**config.mk**
```make
export PLATFORM = sky130hd
export DESIGN_NAME = sarp_top
export DESIGN_NICKNAME = d
export VERILOG_FILES = /design/src/logic/sarp_pkg.sv /design/src/logic/sarp_top.sv
export SDC_FILE = /design/constraint.sdc
export NUM_CORES = 1
export LEC_CHECK = 0
export ABC_AREA = 0
export ABC_CLOCK_PERIOD_IN_PS = 11900
export BUFFER_PORTS_ARGS = -buffer_cell sky130_fd_sc_hd__buf_2
export CAP_MARGIN = 20
export CORE_MARGIN = 8
export CORE_UTILIZATION = 25
export CTS_CLUSTER_SIZE = 20
export DETAILED_ROUTE_END_ITERATION = 8
export SLEW_MARGIN = 10
export SYNTH_ARGS = -nofsm -noshare
export SYNTH_HDL_FRONTEND = slang
export SYNTH_SLANG_ARGS = --single-unit
export TNS_END_PERCENT = 1
```
**constraint.sdc**
```tcl
create_clock -name i_clk -period 11.9 [get_ports i_clk]
set_clock_uncertainty 0.1 [all_clocks]
set_input_delay 1.19 -clock i_clk [delete_from_list [all_inputs] [get_ports i_clk]]
set_output_delay 1.19 -clock i_clk [all_outputs]
set_load 0.02 [all_outputs]
```
**src/logic/sarp_pkg.sv**
```systemverilog
// package of constants and types for the servo alarm and resonance parameter block
// ****************************************************************************
// ****************************************************************************
package sarp_pkg;
	// ************************************************************************
	// register word addresses (byte address is four times the index)
	// ************************************************************************
	localparam logic [9:0] IDX_OVERSPEED = 10'h244;
	localparam logic [9:0] IDX_DEVIATION = 10'h246;
	localparam logic [9:0] IDX_NOTCH1_FREQ = 10'h256;
	localparam logic [9:0] IDX_NOTCH1_ATTN = 10'h258;
	localparam logic [9:0] IDX_NOTCH2_FREQ = 10'h25A;
	localparam logic [9:0] IDX_NOTCH2_ATTN = 10'h25C;
	localparam logic [9:0] IDX_RES_MODE = 10'h25E;
	localparam logic [9:0] IDX_RES_SENS = 10'h260;
	localparam logic [9:0] IDX_FB_SELECT = 10'h262;
	localparam logic [9:0] IDX_CLR_MODE = 10'h264;
	// block's own status and saved-notch words
	localparam logic [9:0] IDX_STATUS = 10'h270;
	localparam logic [9:0] IDX_SAVED_NOTCH = 10'h272;
	localparam int ADDR_LSB = 2;
	localparam int ADDR_MSB = 11;
	// ************************************************************************
	// reset values and legal ranges
	// ************************************************************************
	localparam logic [15:0] RST_OVERSPEED = 16'h1388;
	localparam logic [15:0] MIN_OVERSPEED = 16'h0001;
	localparam logic [31:0] RST_DEVIATION = 32'h003A_9800;
	localparam logic [31:0] MIN_DEVIATION = 32'h0000_0001;
	localparam logic [31:0] MAX_DEVIATION = 32'h07A1_2000;
	localparam logic [15:0] RST_NOTCH_FREQ = 16'h03E8;
	localparam logic [15:0] MIN_NOTCH_FREQ = 16'h0032;
	localparam logic [15:0] MAX_NOTCH_FREQ = 16'h07D0;
	localparam logic [15:0] RST_NOTCH_ATTN = 16'h0000;
	localparam logic [15:0] MAX_NOTCH_ATTN = 16'h0020;
	localparam logic [15:0] RST_RES_SENS = 16'h0064;
	localparam logic [15:0] MIN_RES_SENS = 16'h0001;
	localparam logic [15:0] MAX_RES_SENS = 16'h012C;
	localparam logic [4:0] RST_FB_SELECT = 5'h0B;
	localparam logic [1:0] RES_MODE_MAX = 2'h2;
	localparam logic [3:0] ERR_SLVERR_NONE = 4'h0;
	// ************************************************************************
	// control modes and resonance modes
	// ************************************************************************
	typedef enum logic [1:0] {
		CTRL_PULSE_POSITION,
		CTRL_REGISTER_POSITION,
		CTRL_SPEED,
		CTRL_TORQUE
	} sarp_ctrl_mode_t;
	typedef enum logic [1:0] {
		RES_OFF,
		RES_ONE_SHOT,
		RES_CONTINUOUS
	} sarp_res_mode_t;
endpackage : sarp_pkg

```
**src/logic/sarp_top.sv**
```systemverilog
// alarm thresholds, notch and resonance-mode parameters with an apb slave
//
// Decided for this implementation: register access over APB.
module sarp_top
(
	input wire logic i_clk,
	input wire logic i_rst_n,
	// apb slave
	input wire logic i_psel,
	input wire logic i_penable,
	input wire logic i_pwrite,
	input wire logic [11:0] i_paddr,
	input wire logic [31:0] i_pwdata,
	output logic [31:0] o_prdata,
	output logic o_pready,
	output logic o_pslverr,
	// drive state, same clock domain
	input wire sarp_pkg::sarp_ctrl_mode_t i_ctrl_mode,
	input wire logic i_ctrl_tick,
	input wire logic signed [15:0] i_speed_cmd,
	input wire logic signed [15:0] i_speed_meas,
	input wire logic signed [31:0] i_pos_cmd_delta,
	input wire logic signed [31:0] i_pos_fb_delta,
	input wire logic i_alarm_clear,
	input wire logic i_mech_stable,
	input wire logic i_restart,
	// pin from outside, synchronised here
	input wire logic i_deviation_clear_input,
	// outputs
	output logic o_overspeed_alarm,
	output logic o_excessive_deviation_alarm,
	output logic signed [31:0] o_pos_error,
	output logic o_notch_one_enable,
	output logic o_notch_two_enable,
	output logic [15:0] o_notch_one_frequency,
	output logic [15:0] o_notch_one_attenuation,
	output logic [15:0] o_notch_two_frequency,
	output logic [15:0] o_notch_two_attenuation,
	output logic o_notch_adapt,
	output logic o_estimate_start,
	output logic [15:0] o_resonance_sensitivity,
	output logic [11:0] o_feedback_cutoff_hz
);
	import sarp_pkg::*;

	// ************************************************************************
	// parameter storage
	// ************************************************************************
	logic [15:0] overspeed_threshold_r;
	logic [31:0] deviation_threshold_r;
	logic [15:0] notch1_freq_r;
	logic [15:0] notch1_attn_r;
	logic [15:0] notch2_freq_r;
	logic [15:0] notch2_attn_r;
	sarp_res_mode_t res_mode_r;
	logic [15:0] res_sens_r;
	logic [4:0] fb_select_r;
	logic clr_mode_r;
	// saved notch one pair and memorised suppression point
	logic [15:0] saved_freq_r;
	logic [15:0] saved_attn_r;
	logic point_valid_r; // suppression point memorised

	// ************************************************************************
	// apb decode
	// ************************************************************************
	wire [9:0] word_idx = i_paddr[ADDR_MSB:ADDR_LSB];
	wire access = i_psel && i_penable; // zero wait state: pready always high
	wire wr = access && i_pwrite;
	wire hi_half = word_idx[0]; // second word of a parameter
	wire [9:0] base_idx = {word_idx[9:1], 1'b0};
	wire [15:0] wdat = i_pwdata[15:0];
	wire sel_os = base_idx == IDX_OVERSPEED;
	wire sel_dev = base_idx == IDX_DEVIATION;
	wire sel_n1f = base_idx == IDX_NOTCH1_FREQ;
	wire sel_n1a = base_idx == IDX_NOTCH1_ATTN;
	wire sel_n2f = base_idx == IDX_NOTCH2_FREQ;
	wire sel_n2a = base_idx == IDX_NOTCH2_ATTN;
	wire sel_rm = base_idx == IDX_RES_MODE;
	wire sel_rs = base_idx == IDX_RES_SENS;
	wire sel_fb = base_idx == IDX_FB_SELECT;
	wire sel_cm = base_idx == IDX_CLR_MODE;
	wire sel_st = base_idx == IDX_STATUS;
	wire sel_sv = base_idx == IDX_SAVED_NOTCH;
	wire mapped = sel_os | sel_dev | sel_n1f | sel_n1a | sel_n2f | sel_n2a | sel_rm
		| sel_rs | sel_fb | sel_cm | sel_st | sel_sv;
	// 16-bit parameters live in the first word only; second word reads zero
	wire wr16 = wr && !hi_half;
	// deviation threshold: either word is merged with the stored other word and the whole is checked
	wire [31:0] dev_cand = hi_half ? {wdat, deviation_threshold_r[15:0]}
		: {deviation_threshold_r[31:16], wdat};
	// out-of-range values are refused so the stored value stays legal
	wire ok_os = wdat >= MIN_OVERSPEED && wdat <= RST_OVERSPEED;
	wire ok_dev = dev_cand >= MIN_DEVIATION && dev_cand <= MAX_DEVIATION;
	wire ok_nf = wdat == 16'h0000 || (wdat >= MIN_NOTCH_FREQ && wdat <= MAX_NOTCH_FREQ);
	wire ok_na = wdat <= MAX_NOTCH_ATTN;
	wire ok_rm = wdat <= {14'h0000, RES_MODE_MAX};
	wire ok_rs = wdat >= MIN_RES_SENS && wdat <= MAX_RES_SENS;
	wire ok_fb = wdat[15:5] == 11'h000;
	wire ok_cm = wdat[15:1] == 15'h0000;
	// a refused write still completes, but raises pslverr
	wire bad = (sel_os && hi_half == 1'b0 && !ok_os) || (sel_dev && !ok_dev)
		|| (!hi_half && ((sel_n1f || sel_n2f) && !ok_nf || (sel_n1a || sel_n2a) && !ok_na
		|| sel_rm && !ok_rm || sel_rs && !ok_rs || sel_fb && !ok_fb || sel_cm && !ok_cm));
	wire wr_rm = wr16 && sel_rm && ok_rm;
	wire wr_rm_one = wr_rm && wdat[1:0] == RES_ONE_SHOT;

	// ************************************************************************
	// resonance mode controller
	// ************************************************************************
	// one-shot finishes when mechanics settle: memorise, freeze, drop to off
	wire one_shot_done = res_mode_r == RES_ONE_SHOT && i_mech_stable;
	wire cont_stable = res_mode_r == RES_CONTINUOUS && i_mech_stable;
	sarp_res_mode_t res_mode_nxt;
	assign res_mode_nxt = wr_rm ? sarp_res_mode_t'(wdat[1:0])
		: one_shot_done ? RES_OFF : res_mode_r;
	// leaving 1 or 2 for 0 saves notch one settings
	wire to_off = res_mode_r != RES_OFF && res_mode_nxt == RES_OFF;
	// writing 1, or a restart in mode 1 or 2, while unstable starts a fresh estimation
	wire est_nxt = !i_mech_stable && (wr_rm_one
		|| (i_restart && res_mode_r != RES_OFF));

	// ************************************************************************
	// deviation clear input: synchroniser then edge or level
	// ************************************************************************
	logic clr_s1_r;
	logic clr_s2_r;
	logic clr_s3_r;
	wire clr_rise = clr_s2_r && !clr_s3_r;
	wire clr_fire = clr_mode_r ? clr_s2_r : clr_rise;
	wire pos_mode = i_ctrl_mode == CTRL_PULSE_POSITION || i_ctrl_mode == CTRL_REGISTER_POSITION;

	// ************************************************************************
	// error accumulation and comparators
	// ************************************************************************
	wire signed [31:0] pos_err_nxt = o_pos_error + i_pos_cmd_delta - i_pos_fb_delta;
	wire [31:0] pos_err_abs = o_pos_error[31] ? 32'(-o_pos_error) : o_pos_error;
	wire signed [16:0] spd_diff = 17'(i_speed_cmd) - 17'(i_speed_meas);
	wire [16:0] spd_abs = spd_diff[16] ? 17'(-spd_diff) : spd_diff;
	wire os_hit = i_ctrl_mode == CTRL_SPEED
		&& spd_abs > {1'b0, overspeed_threshold_r};
	wire dev_hit = pos_mode && pos_err_abs > deviation_threshold_r;

	// ************************************************************************
	// register writes
	// ************************************************************************
	always_ff @(posedge i_clk or negedge i_rst_n)
	begin
		if (!i_rst_n)
		begin
			overspeed_threshold_r <= RST_OVERSPEED;
			deviation_threshold_r <= RST_DEVIATION;
			notch1_freq_r <= RST_NOTCH_FREQ;
			notch1_attn_r <= RST_NOTCH_ATTN;
			notch2_freq_r <= RST_NOTCH_FREQ;
			notch2_attn_r <= RST_NOTCH_ATTN;
			res_sens_r <= RST_RES_SENS;
			fb_select_r <= RST_FB_SELECT;
			clr_mode_r <= 1'b0;
		end
		else
		begin
			if (wr16 && sel_os && ok_os)
			begin
				overspeed_threshold_r <= wdat;
			end
			if (wr && sel_dev && ok_dev)
			begin
				deviation_threshold_r <= dev_cand;
			end
			// notch one is frozen unless software writes it
			if (wr16 && sel_n1f && ok_nf)
			begin
				notch1_freq_r <= wdat;
			end
			if (wr16 && sel_n1a && ok_na)
			begin
				notch1_attn_r <= wdat;
			end
			if (wr16 && sel_n2f && ok_nf)
			begin
				notch2_freq_r <= wdat;
			end
			if (wr16 && sel_n2a && ok_na)
			begin
				notch2_attn_r <= wdat;
			end
			if (wr16 && sel_rs && ok_rs)
			begin
				res_sens_r <= wdat;
			end
			if (wr16 && sel_fb && ok_fb)
			begin
				fb_select_r <= wdat[4:0];
			end
			if (wr16 && sel_cm && ok_cm)
			begin
				clr_mode_r <= wdat[0];
			end
		end
	end

	// resonance mode, save and estimation pulse
	always_ff @(posedge i_clk or negedge i_rst_n)
	begin
		if (!i_rst_n)
		begin
			res_mode_r <= RES_OFF;
			saved_freq_r <= RST_NOTCH_FREQ;
			saved_attn_r <= RST_NOTCH_ATTN;
			point_valid_r <= 1'b0;
			o_estimate_start <= 1'b0;
		end
		else
		begin
			res_mode_r <= res_mode_nxt;
			o_estimate_start <= est_nxt;
			if (to_off)
			begin
				saved_freq_r <= notch1_freq_r;
				saved_attn_r <= notch1_attn_r;
			end
			// a fresh estimation forgets the old point
			if (est_nxt)
			begin
				point_valid_r <= 1'b0;
			end
			else if (one_shot_done || cont_stable)
			begin
				point_valid_r <= 1'b1;
			end
		end
	end

	// synchroniser, position error and alarms
	always_ff @(posedge i_clk or negedge i_rst_n)
	begin
		if (!i_rst_n)
		begin
			clr_s1_r <= 1'b0;
			clr_s2_r <= 1'b0;
			clr_s3_r <= 1'b0;
			o_pos_error <= 32'sh0000_0000;
			o_overspeed_alarm <= 1'b0;
			o_excessive_deviation_alarm <= 1'b0;
		end
		else
		begin
			clr_s1_r <= i_deviation_clear_input;
			clr_s2_r <= clr_s1_r;
			clr_s3_r <= clr_s2_r;
			// clear wins over accumulation only in position modes
			if (pos_mode && clr_fire)
			begin
				o_pos_error <= 32'sh0000_0000;
			end
			else if (pos_mode && i_ctrl_tick)
			begin
				o_pos_error <= pos_err_nxt;
			end
			// alarms sticky; a new hit wins over the clear
			if (i_ctrl_tick && os_hit)
			begin
				o_overspeed_alarm <= 1'b1;
			end
			else if (i_alarm_clear)
			begin
				o_overspeed_alarm <= 1'b0;
			end
			if (i_ctrl_tick && dev_hit)
			begin
				o_excessive_deviation_alarm <= 1'b1;
			end
			else if (i_alarm_clear)
			begin
				o_excessive_deviation_alarm <= 1'b0;
			end
		end
	end

	// ************************************************************************
	// cutoff table and derived outputs
	// ************************************************************************
	logic [11:0] cutoff;
	always_comb
	begin
		// every 5-bit code is listed, so no default is needed
		unique case (fb_select_r)
			5'h00: cutoff = 12'h9C4; // 2500 Hz
			5'h01: cutoff = 12'h8CA; // 2250 Hz
			5'h02: cutoff = 12'h834; // 2100 Hz
			5'h03: cutoff = 12'h7D0; // 2000 Hz
			5'h04: cutoff = 12'h708; // 1800 Hz
			5'h05: cutoff = 12'h640; // 1600 Hz
			5'h06: cutoff = 12'h5DC; // 1500 Hz
			5'h07: cutoff = 12'h578; // 1400 Hz
			5'h08: cutoff = 12'h514; // 1300 Hz
			5'h09: cutoff = 12'h4B0; // 1200 Hz
			5'h0A: cutoff = 12'h44C; // 1100 Hz
			5'h0B: cutoff = 12'h3E8; // 1000 Hz
			5'h0C: cutoff = 12'h3B6; // 950 Hz
			5'h0D: cutoff = 12'h384; // 900 Hz
			5'h0E: cutoff = 12'h352; // 850 Hz
			5'h0F: cutoff = 12'h320; // 800 Hz
			5'h10: cutoff = 12'h2EE; // 750 Hz
			5'h11: cutoff = 12'h2BC; // 700 Hz
			5'h12: cutoff = 12'h28A; // 650 Hz
			5'h13: cutoff = 12'h258; // 600 Hz
			5'h14: cutoff = 12'h226; // 550 Hz
			5'h15: cutoff = 12'h1F4; // 500 Hz
			5'h16: cutoff = 12'h1C2; // 450 Hz
			5'h17: cutoff = 12'h190; // 400 Hz
			5'h18: cutoff = 12'h15E; // 350 Hz
			5'h19: cutoff = 12'h12C; // 300 Hz
			5'h1A: cutoff = 12'h0FA; // 250 Hz
			5'h1B: cutoff = 12'h0C8; // 200 Hz
			5'h1C: cutoff = 12'h0AF; // 175 Hz
			5'h1D: cutoff = 12'h096; // 150 Hz
			5'h1E: cutoff = 12'h07D; // 125 Hz
			5'h1F: cutoff = 12'h064; // 100 Hz
		endcase
	end
	assign o_feedback_cutoff_hz = cutoff;
	// zero frequency or zero attenuation switches the notch off
	assign o_notch_one_enable = notch1_freq_r != 16'h0000 && notch1_attn_r != 16'h0000;
	assign o_notch_two_enable = notch2_freq_r != 16'h0000 && notch2_attn_r != 16'h0000;
	assign o_notch_one_frequency = notch1_freq_r;
	assign o_notch_one_attenuation = notch1_attn_r;
	assign o_notch_two_frequency = notch2_freq_r;
	assign o_notch_two_attenuation = notch2_attn_r;
	// adapt only while a mode runs; off means frozen
	assign o_notch_adapt = res_mode_r != RES_OFF;
	assign o_resonance_sensitivity = res_sens_r;

	// ************************************************************************
	// read mux
	// ************************************************************************
	wire [15:0] status_word = {11'h000, point_valid_r, o_excessive_deviation_alarm,
		o_overspeed_alarm, res_mode_r};
	wire [15:0] rd_lo = sel_os ? overspeed_threshold_r
		: sel_dev ? deviation_threshold_r[15:0]
		: sel_n1f ? notch1_freq_r
		: sel_n1a ? notch1_attn_r
		: sel_n2f ? notch2_freq_r
		: sel_n2a ? notch2_attn_r
		: sel_rm ? {14'h0000, res_mode_r}
		: sel_rs ? res_sens_r
		: sel_fb ? {11'h000, fb_select_r}
		: sel_cm ? {15'h0000, clr_mode_r}
		: sel_st ? status_word
		: sel_sv ? saved_freq_r : 16'h0000;
	wire [15:0] rd_hi = sel_dev ? deviation_threshold_r[31:16]
		: sel_sv ? saved_attn_r : 16'h0000;
	// the read word is latched in the setup cycle so that the access cycle drives
	// prdata from a flop; a status bit that moves in between shows on the next read
	wire rd_setup = i_psel && !i_penable && !i_pwrite;
	wire [31:0] prdata_nxt = rd_setup ? {16'h0000, hi_half ? rd_hi : rd_lo}
		: 32'h0000_0000;
	logic [31:0] prdata_r;
	// cleared outside a read so that an idle bus sees zero
	always_ff @(posedge i_clk or negedge i_rst_n)
	begin
		if (!i_rst_n)
		begin
			prdata_r <= 32'h0000_0000;
		end
		else
		begin
			prdata_r <= prdata_nxt;
		end
	end
	assign o_prdata = prdata_r;
	assign o_pready = 1'b1;
	assign o_pslverr = access && (!mapped || (i_pwrite && bad));
endmodule : sarp_top

```
======== After elaboration in Yosys (flattened, before gate mapping) ========
Memory sizes are Yosys's and may differ from the RTL's.
Cells that the tools add are included.
operators by class
  $add $sub $neg .......................... 5
  $lt $le $gt $ge ......................... 11
  equality and inequality tests ........... 17
  mux-type cells .......................... 29
  bitwise operators ....................... 12
  reductions and logical operators ........ 98
operators by type and width
  operator                                                          number
  2-to-1 mux 16 bit                                                 16
  2-to-1 mux 32 bit                                                 4
  == test 9 bit, second input constant                              12
  nonzero test 16 bit                                               4
  logical AND 1 bit                                                 56
  adder 32 bit                                                      1
  >= comparator 32 x 1 -> 1 bit, second input constant              1
  greater-than comparator 32 bit                                    1
  less-or-equal comparator 32 x 27 -> 1 bit, second input constant  1
  negator 32 bit                                                    1
  subtractor 32 bit                                                 1
  greater-than comparator 17 x 16 -> 1 bit                          1
  2-to-1 mux 17 bit                                                 1
  negator 17 bit                                                    1
  subtractor 16 x 16 -> 17 bit                                      1
  >= comparator 16 x 1 -> 1 bit, second input constant              1
  >= comparator 16 x 6 -> 1 bit, second input constant              1
  less-or-equal comparator 16 x 11 -> 1 bit, second input constant  1
  less-or-equal comparator 16 x 13 -> 1 bit, second input constant  1
  less-or-equal comparator 16 x 2 -> 1 bit, second input constant   1
  less-or-equal comparator 16 x 6 -> 1 bit, second input constant   1
  less-or-equal comparator 16 x 9 -> 1 bit, second input constant   1
  zero test 16 bit                                                  1
  zero test 15 bit                                                  1
  11 further kinds                                                  61
word-level totals
  flip-flop bits (word level) ............. 223
  ROM bits ................................ 384
  word-level logic and storage cells ...... 194
  memories ................................ 1
memory list
  name              depth  bits a word  rd ports  clocked after Yosys merged registers in  wr ports  RTL line         source
  (name not given)  32     12           1         0                                        0         sarp_top.sv:288  unique case (fb_select_r)

======== Longest topological paths before layout ========
  word-level depth ........................ 15
  mapped depth ............................ 23
  mapped depth without buffers ............ 22

======== Least setup slack after synthesis ========
OpenSTA, ideal clock, no wires.
  path type ............................... input -> register
  from .................................... input i_speed_cmd[0]
  to ...................................... register o_overspeed_alarm
  data arrival time ....................... 4.786 ns
  data required time ...................... 11.666 ns
  slack ................................... 6.880 ns
  stages on the path ...................... 23
  path buffers ............................ 1
  path through ............................ inv_1 -> ha_1 -> fa_1 -> nor2b_1 -> o31ai_2 -> a2bb2oi_1 -> nand4_1 -> nand4b_1 -> a21oi_1 -> a211oi_1 -> buf_2 -> nor2_1 -> a21oi_1 -> ha_1 -> nor2b_1 -> o21ai_0 -> nand2b_1 -> a21oi_1 -> o21ai_0 -> a211oi_1 -> o21ai_0 -> a21oi_1 -> o41ai_1
on the way
  longest elaborated chain between the ends .. 7
ends and longest elaborated chain
  what                                                           RTL line         source
  start: declaration                                             sarp_top.sv:20   input wire logic signed [15:0] i_speed_cmd,
  subtractor 16 x 16 -> 17 bit *                                 sarp_top.sv:138  wire signed [16:0] spd_diff = 17'(i_speed_cmd) - 17'(i_speed_meas);
  negator 17 bit                                                 sarp_top.sv:139  wire [16:0] spd_abs = spd_diff[16] ? 17'(-spd_diff) : spd_diff;
  2-to-1 mux 17 bit *                                            sarp_top.sv:139
  greater-than comparator 17 x 16 -> 1 bit *                     sarp_top.sv:141  && spd_abs > {1'b0, overspeed_threshold_r};
  logical AND 1 bit *                                            sarp_top.sv:141
  logical AND 1 bit *                                            sarp_top.sv:262  if (i_ctrl_tick && os_hit)
  2-to-1 mux 1 bit / nonzero test 2 bit (equally long branches)  -
  end signal: assignment                                         sarp_top.sv:244  o_overspeed_alarm <= 1'b0;
  end signal: assignment                                         sarp_top.sv:264  o_overspeed_alarm <= 1'b1;
  end signal: assignment                                         sarp_top.sv:268  o_overspeed_alarm <= 1'b0;
  end: declaration                                               sarp_top.sv:30   output logic o_overspeed_alarm,
Every way passes the cells marked *; elsewhere a longest branch is shown, timed or not.
A chain may end at the register's enable or synchronous reset.

======== Worst setup path in the final report ========
  from .................................... input i_paddr[2]
  to ...................................... output o_pslverr
on the way
  longest elaborated chain between the ends .. 10
ends and longest elaborated chain
  what                                                                                               RTL line         source
  start: declaration                                                                                 sarp_top.sv:12   input wire logic [11:0] i_paddr,
  2-to-1 mux 32 bit                                                                                  sarp_top.sv:90   wire [31:0] dev_cand = hi_half ? {wdat, deviation_threshold_r[15:0]}
  >= comparator 32 x 1 -> 1 bit / less-or-equal comparator 32 x 27 -> 1 bit (equally long branches)  sarp_top.sv:94   wire ok_dev = dev_cand >= MIN_DEVIATION && dev_cand <= MAX_DEVIATION;
  logical AND 1 bit                                                                                  sarp_top.sv:94
  zero test 1 bit                                                                                    sarp_top.sv:102  wire bad = (sel_os && hi_half == 1'b0 && !ok_os) || (sel_dev && !ok_dev)
  logical AND 1 bit                                                                                  sarp_top.sv:102
  logical OR 1 bit                                                                                   sarp_top.sv:102
  logical OR 1 bit *                                                                                 sarp_top.sv:103  || (!hi_half && ((sel_n1f || sel_n2f) && !ok_nf || (sel_n1a || sel_n2a) && !ok_na
  logical AND 1 bit *                                                                                sarp_top.sv:374  assign o_pslverr = access && (!mapped || (i_pwrite && bad));
  logical OR 1 bit *                                                                                 sarp_top.sv:374
  logical AND 1 bit *                                                                                sarp_top.sv:374
  end: declaration                                                                                   sarp_top.sv:16   output logic o_pslverr,
Marks and branches as above.

==> qor.tcl <==
set qor(timing.final.crit_period_ns) 5.594
set qor(post_cts.repair.setup_buffers) 0
set qor(postSynthCellCount) 1786
set qor(relSlewSlack) 0.2696
set qor(tritoncts_clock_tree) {yes}
set qor(track_usage) 0.1484
set qor(yosys_warnings) 0
set qor(drt_pre_antenna_iters) 5
set qor(vias_per_cell) 4.909
set qor(status) {finished, final reports clean}
set qor(critPathLaunchType) {primary input}
set qor(timing.fmax_ghz) 0.1788
set qor(ys_types) 88
set qor(ir_drop_v) 0.0001025
set qor(drt-initial-drc-count) 1157
set qor(multi_input_comb_area_um2) 9593
set qor(setup_total_negative_slack_ns) 0
set qor(report.final.hold_viol_count) 0
set qor(cts_root_buffer) {sky130_fd_sc_hd__clkbuf_16}
set qor(post_detailed_route_wirelength_per_cell_um) 19.66
set qor(syn_area_per_cell_um2) 9.175
set qor(postPlaceCellArea_um2) 18590
set qor(post_synth_fa_ha_maj_area_fraction) 0.1223
set qor(global_route_wire_length_before_repair_mm) 86.65
set qor(die_w_um) 272.0
set qor(synth_area_um2) 16390
set qor(maxCapViolCount) 0
set qor(drc) 0
set qor(number_of_core_rows) 94
set qor(area_growth_pct) 19.26
set qor(layout_commonest_cell) {sky130_fd_sc_hd__buf_2}
set qor(final-max-slew-violation-count) 0
set qor(fin_crit_sh) 0.4701
set qor(ctsLongestPathBuffers) 3
set qor(dp.cells) 2861
set qor(max_stage_delay_ns) 0.50
set qor(worstHoldPathType) {reg -> reg}
set qor(crit_path_top_delay_cell) {sky130_fd_sc_hd__inv_1}
set qor(hold_slack_ns) 0.2491
set qor(setup_viol_count_final) 0
set qor(number_of_primary_i_o_pins) 316
set qor(p_leak_nw) 9.451
set qor(fp.dieArea_um2) 74000
set qor(timing.critical_path.fanout_max) 30
set qor(cts.clk_slew.worst_paths_ns) 0.06
set qor(htree_levels) 1
set qor(finish.net_count) 2320
set qor(critPathRequiredTime_ns) 10.61
set qor(timing.critical_path.cells) {buf_2, inv_1, o41ai_4, mux2_2, o221a_1, o221ai_2, a21oi_1, o21ai_0, buf_2}
set qor(detailroute.via_count) 14309
set qor(seq_area_frac_synth) 0.3433
set qor(async_flop_share) 1.000
set qor(number_of_gates_given_a_new_drive_strength_after_cts) 0
set qor(antenna_found_initial) 13
set qor(cts.hold.buffers_added) 0
set qor(numCtsBuffers) 27
set qor(dominant_combinational_cell_family_by_area_after_synthesis) {compound AO/OA/AOI/OAI gates}
set qor(finalWirelength_mm) 57.32
set qor(drive_above_1_share) 0.2554
set qor(pin_count_of_the_biggest_net_entering_global_routing) 86
set qor(area_fraction_in_compound_gates_after_synthesis) 0.1677
set qor(worst-slew-pin-transition_ns) 1.092
set qor(rsz0062_at_grt) {false}
set qor(starting_density_of_the_core) 0.2510
set qor(worstSkewPairLatency_ns) 0.57
set qor(sequential_area_um2) 5625
set qor(synthXorXnorAreaFrac) 0.04596
set qor(synth_enable_flop_cells) 0
set qor(setup.worst_path.end_class) {output pin}
set qor(final.fill_count) 6928
set qor(powerDensity_nw_per_um2) 158.8
set qor(critPathKind) {in -> out}
set qor(grt_pass1_vias) 14179
set qor(yosys_reg_bits) 223
set qor(grt.overflow.total) 0
set qor(die_y_um) 272.0
set qor(instances_no_fill) 2915
set qor(io_buffer_count) 280
set qor(core_area_um2) 65280
set qor(cp.arrival_ns) 4.30
set qor(cp_common_cell) {sky130_fd_sc_hd__buf_2}
set qor(muxShareOfSynthArea) 0.08254
set qor(place.detailed.hpwl_mm) 45.57
set qor(yosys.area_share.simple) 0.1610
set qor(fin_area_um2) 19540
set qor(gp_congestion) 0.8704
set qor(final_antenna_net_count) 0
set qor(finalCoreUtilization) 0.2994
set qor(dominantRegCellSynth) {sky130_fd_sc_hd__dfrtp_1}
set qor(tritoncts_num_sinks) 223
set qor(commonest_non_fill_non_tap_cells_in_the_layout) {sky130_fd_sc_hd__buf_2 (279), sky130_fd_sc_hd__inv_1 (204), sky130_fd_sc_hd__dfrtp_1 (187), sky130_fd_sc_hd__nand2_1 (124), sky130_fd_sc_hd__ha_1 (109)}
-- worst max-delay path, delay by kind of cell --
| kind | cells | cell delay [ns] |
|---|---|---|
| AOI/OAI and AO/OA | 5 | 1.46 |
| buffers and inverters | 3 | 1.26 |
| muxes | 1 | 0.37 |
-- per-stage QoR --
step	worst slack [ns]	total power, mW
floorplan	6.880	1.899
global placement	6.375	2.251
detailed placement	6.342	2.267
CTS	6.340	3.142
global route	6.110	3.360
finish	6.306	3.104
-- cell type report --
cell class / count / share of cell area
clock inverter: 14 / 0.008195
antenna: 3 / 0.0003841
sequential: 223 / 0.2878
timing repair buffer: 295 / 0.07798
tap: 864 / 0.05531
inverter: 206 / 0.03956
multi-input combinational: 1274 / 0.4908
clock buffer: 36 / 0.03988
-- Yosys cell counts (all sizes together) (30+ instances only) --
cell | count | area share
a21oi | 75 | 0.023
xnor2 | 61 | 0.033
fa | 32 | 0.039
dfrtp | 187 | 0.29
and2 | 30 | 0.011
nor3 | 45 | 0.015
a31oi | 33 | 0.013
nor2b | 34 | 0.013
o21ai | 100 | 0.031
mux2 | 107 | 0.074
nor4 | 30 | 0.014
dfstp | 36 | 0.058
inv | 205 | 0.047
clkbuf | 64 | 0.015
buf | 34 | 0.015
a22oi | 31 | 0.014
ha | 109 | 0.083
nand2 | 124 | 0.028
nor2 | 102 | 0.023
nand3 | 47 | 0.015
-- power by group --
| part | internal (mW) | switching (mW) | total, mW | leakage (nW) |
|---|---|---|---|---|
| combinational | 0.555 | 0.796 | 1.35 | 6.16 |
| sequential | 0.802 | 0.0907 | 0.892 | 2.84 |
| clock | 0.508 | 0.352 | 0.860 | 0.453 |
-- worst paths after layout --
path / from / slack [ns] / depth (start not counted) / to
worst min register to register: clr_s1_r / 0.25 / 0 / clr_s2_r
worst max-delay path: i_paddr[2] / 6.31 / 9 / o_pslverr
min in group asynchronous: i_rst_n / 0.51 / 1 / o_notch_two_attenuation[15]
worst min-delay path: clr_s1_r / 0.25 / 0 / clr_s2_r
worst max register to register: o_pos_error[2] / 7.35 / 14 / o_excessive_deviation_alarm
max in group asynchronous: i_rst_n / 9.76 / 2 / o_pos_error[8]
-- sequential cells by signal (all words and copies together) (netlist names), 2 cells and up --
signal / flops
o_notch_one_attenuation: 16
o_prdata: 16
o_notch_two_attenuation: 16
deviation_threshold_r: 32
saved_freq_r: 16
overspeed_threshold_r: 16
o_notch_two_frequency: 16
o_resonance_sensitivity: 16
fb_select_r: 5
res_mode_r: 2
o_pos_error: 32
o_notch_one_frequency: 16
saved_attn_r: 16
-- kinds of logic after synthesis --
| kind of cell | after synthesis |
|---|---|
| flops | 223 |
| buf+inv | 304 |
| xor+xnor | 86 |
| compound gates | 410 |
| fa+ha+maj | 141 |
| mux | 118 |
| other cells | 2 |
| simple gates | 502 |
-- metal layers --
layer | routed length (um) | vias up | global-route usage
li1 | - | 6804 | -
met5 | 68 | - | 0
met4 | 1670 | 10 | 0.04218
met3 | 4128 | 98 | 0.03192
met2 | 26360 | 478 | 0.2422
met1 | 25090 | 6919 | 0.1966
No activity file was read; power rests on OpenSTA's default activity.
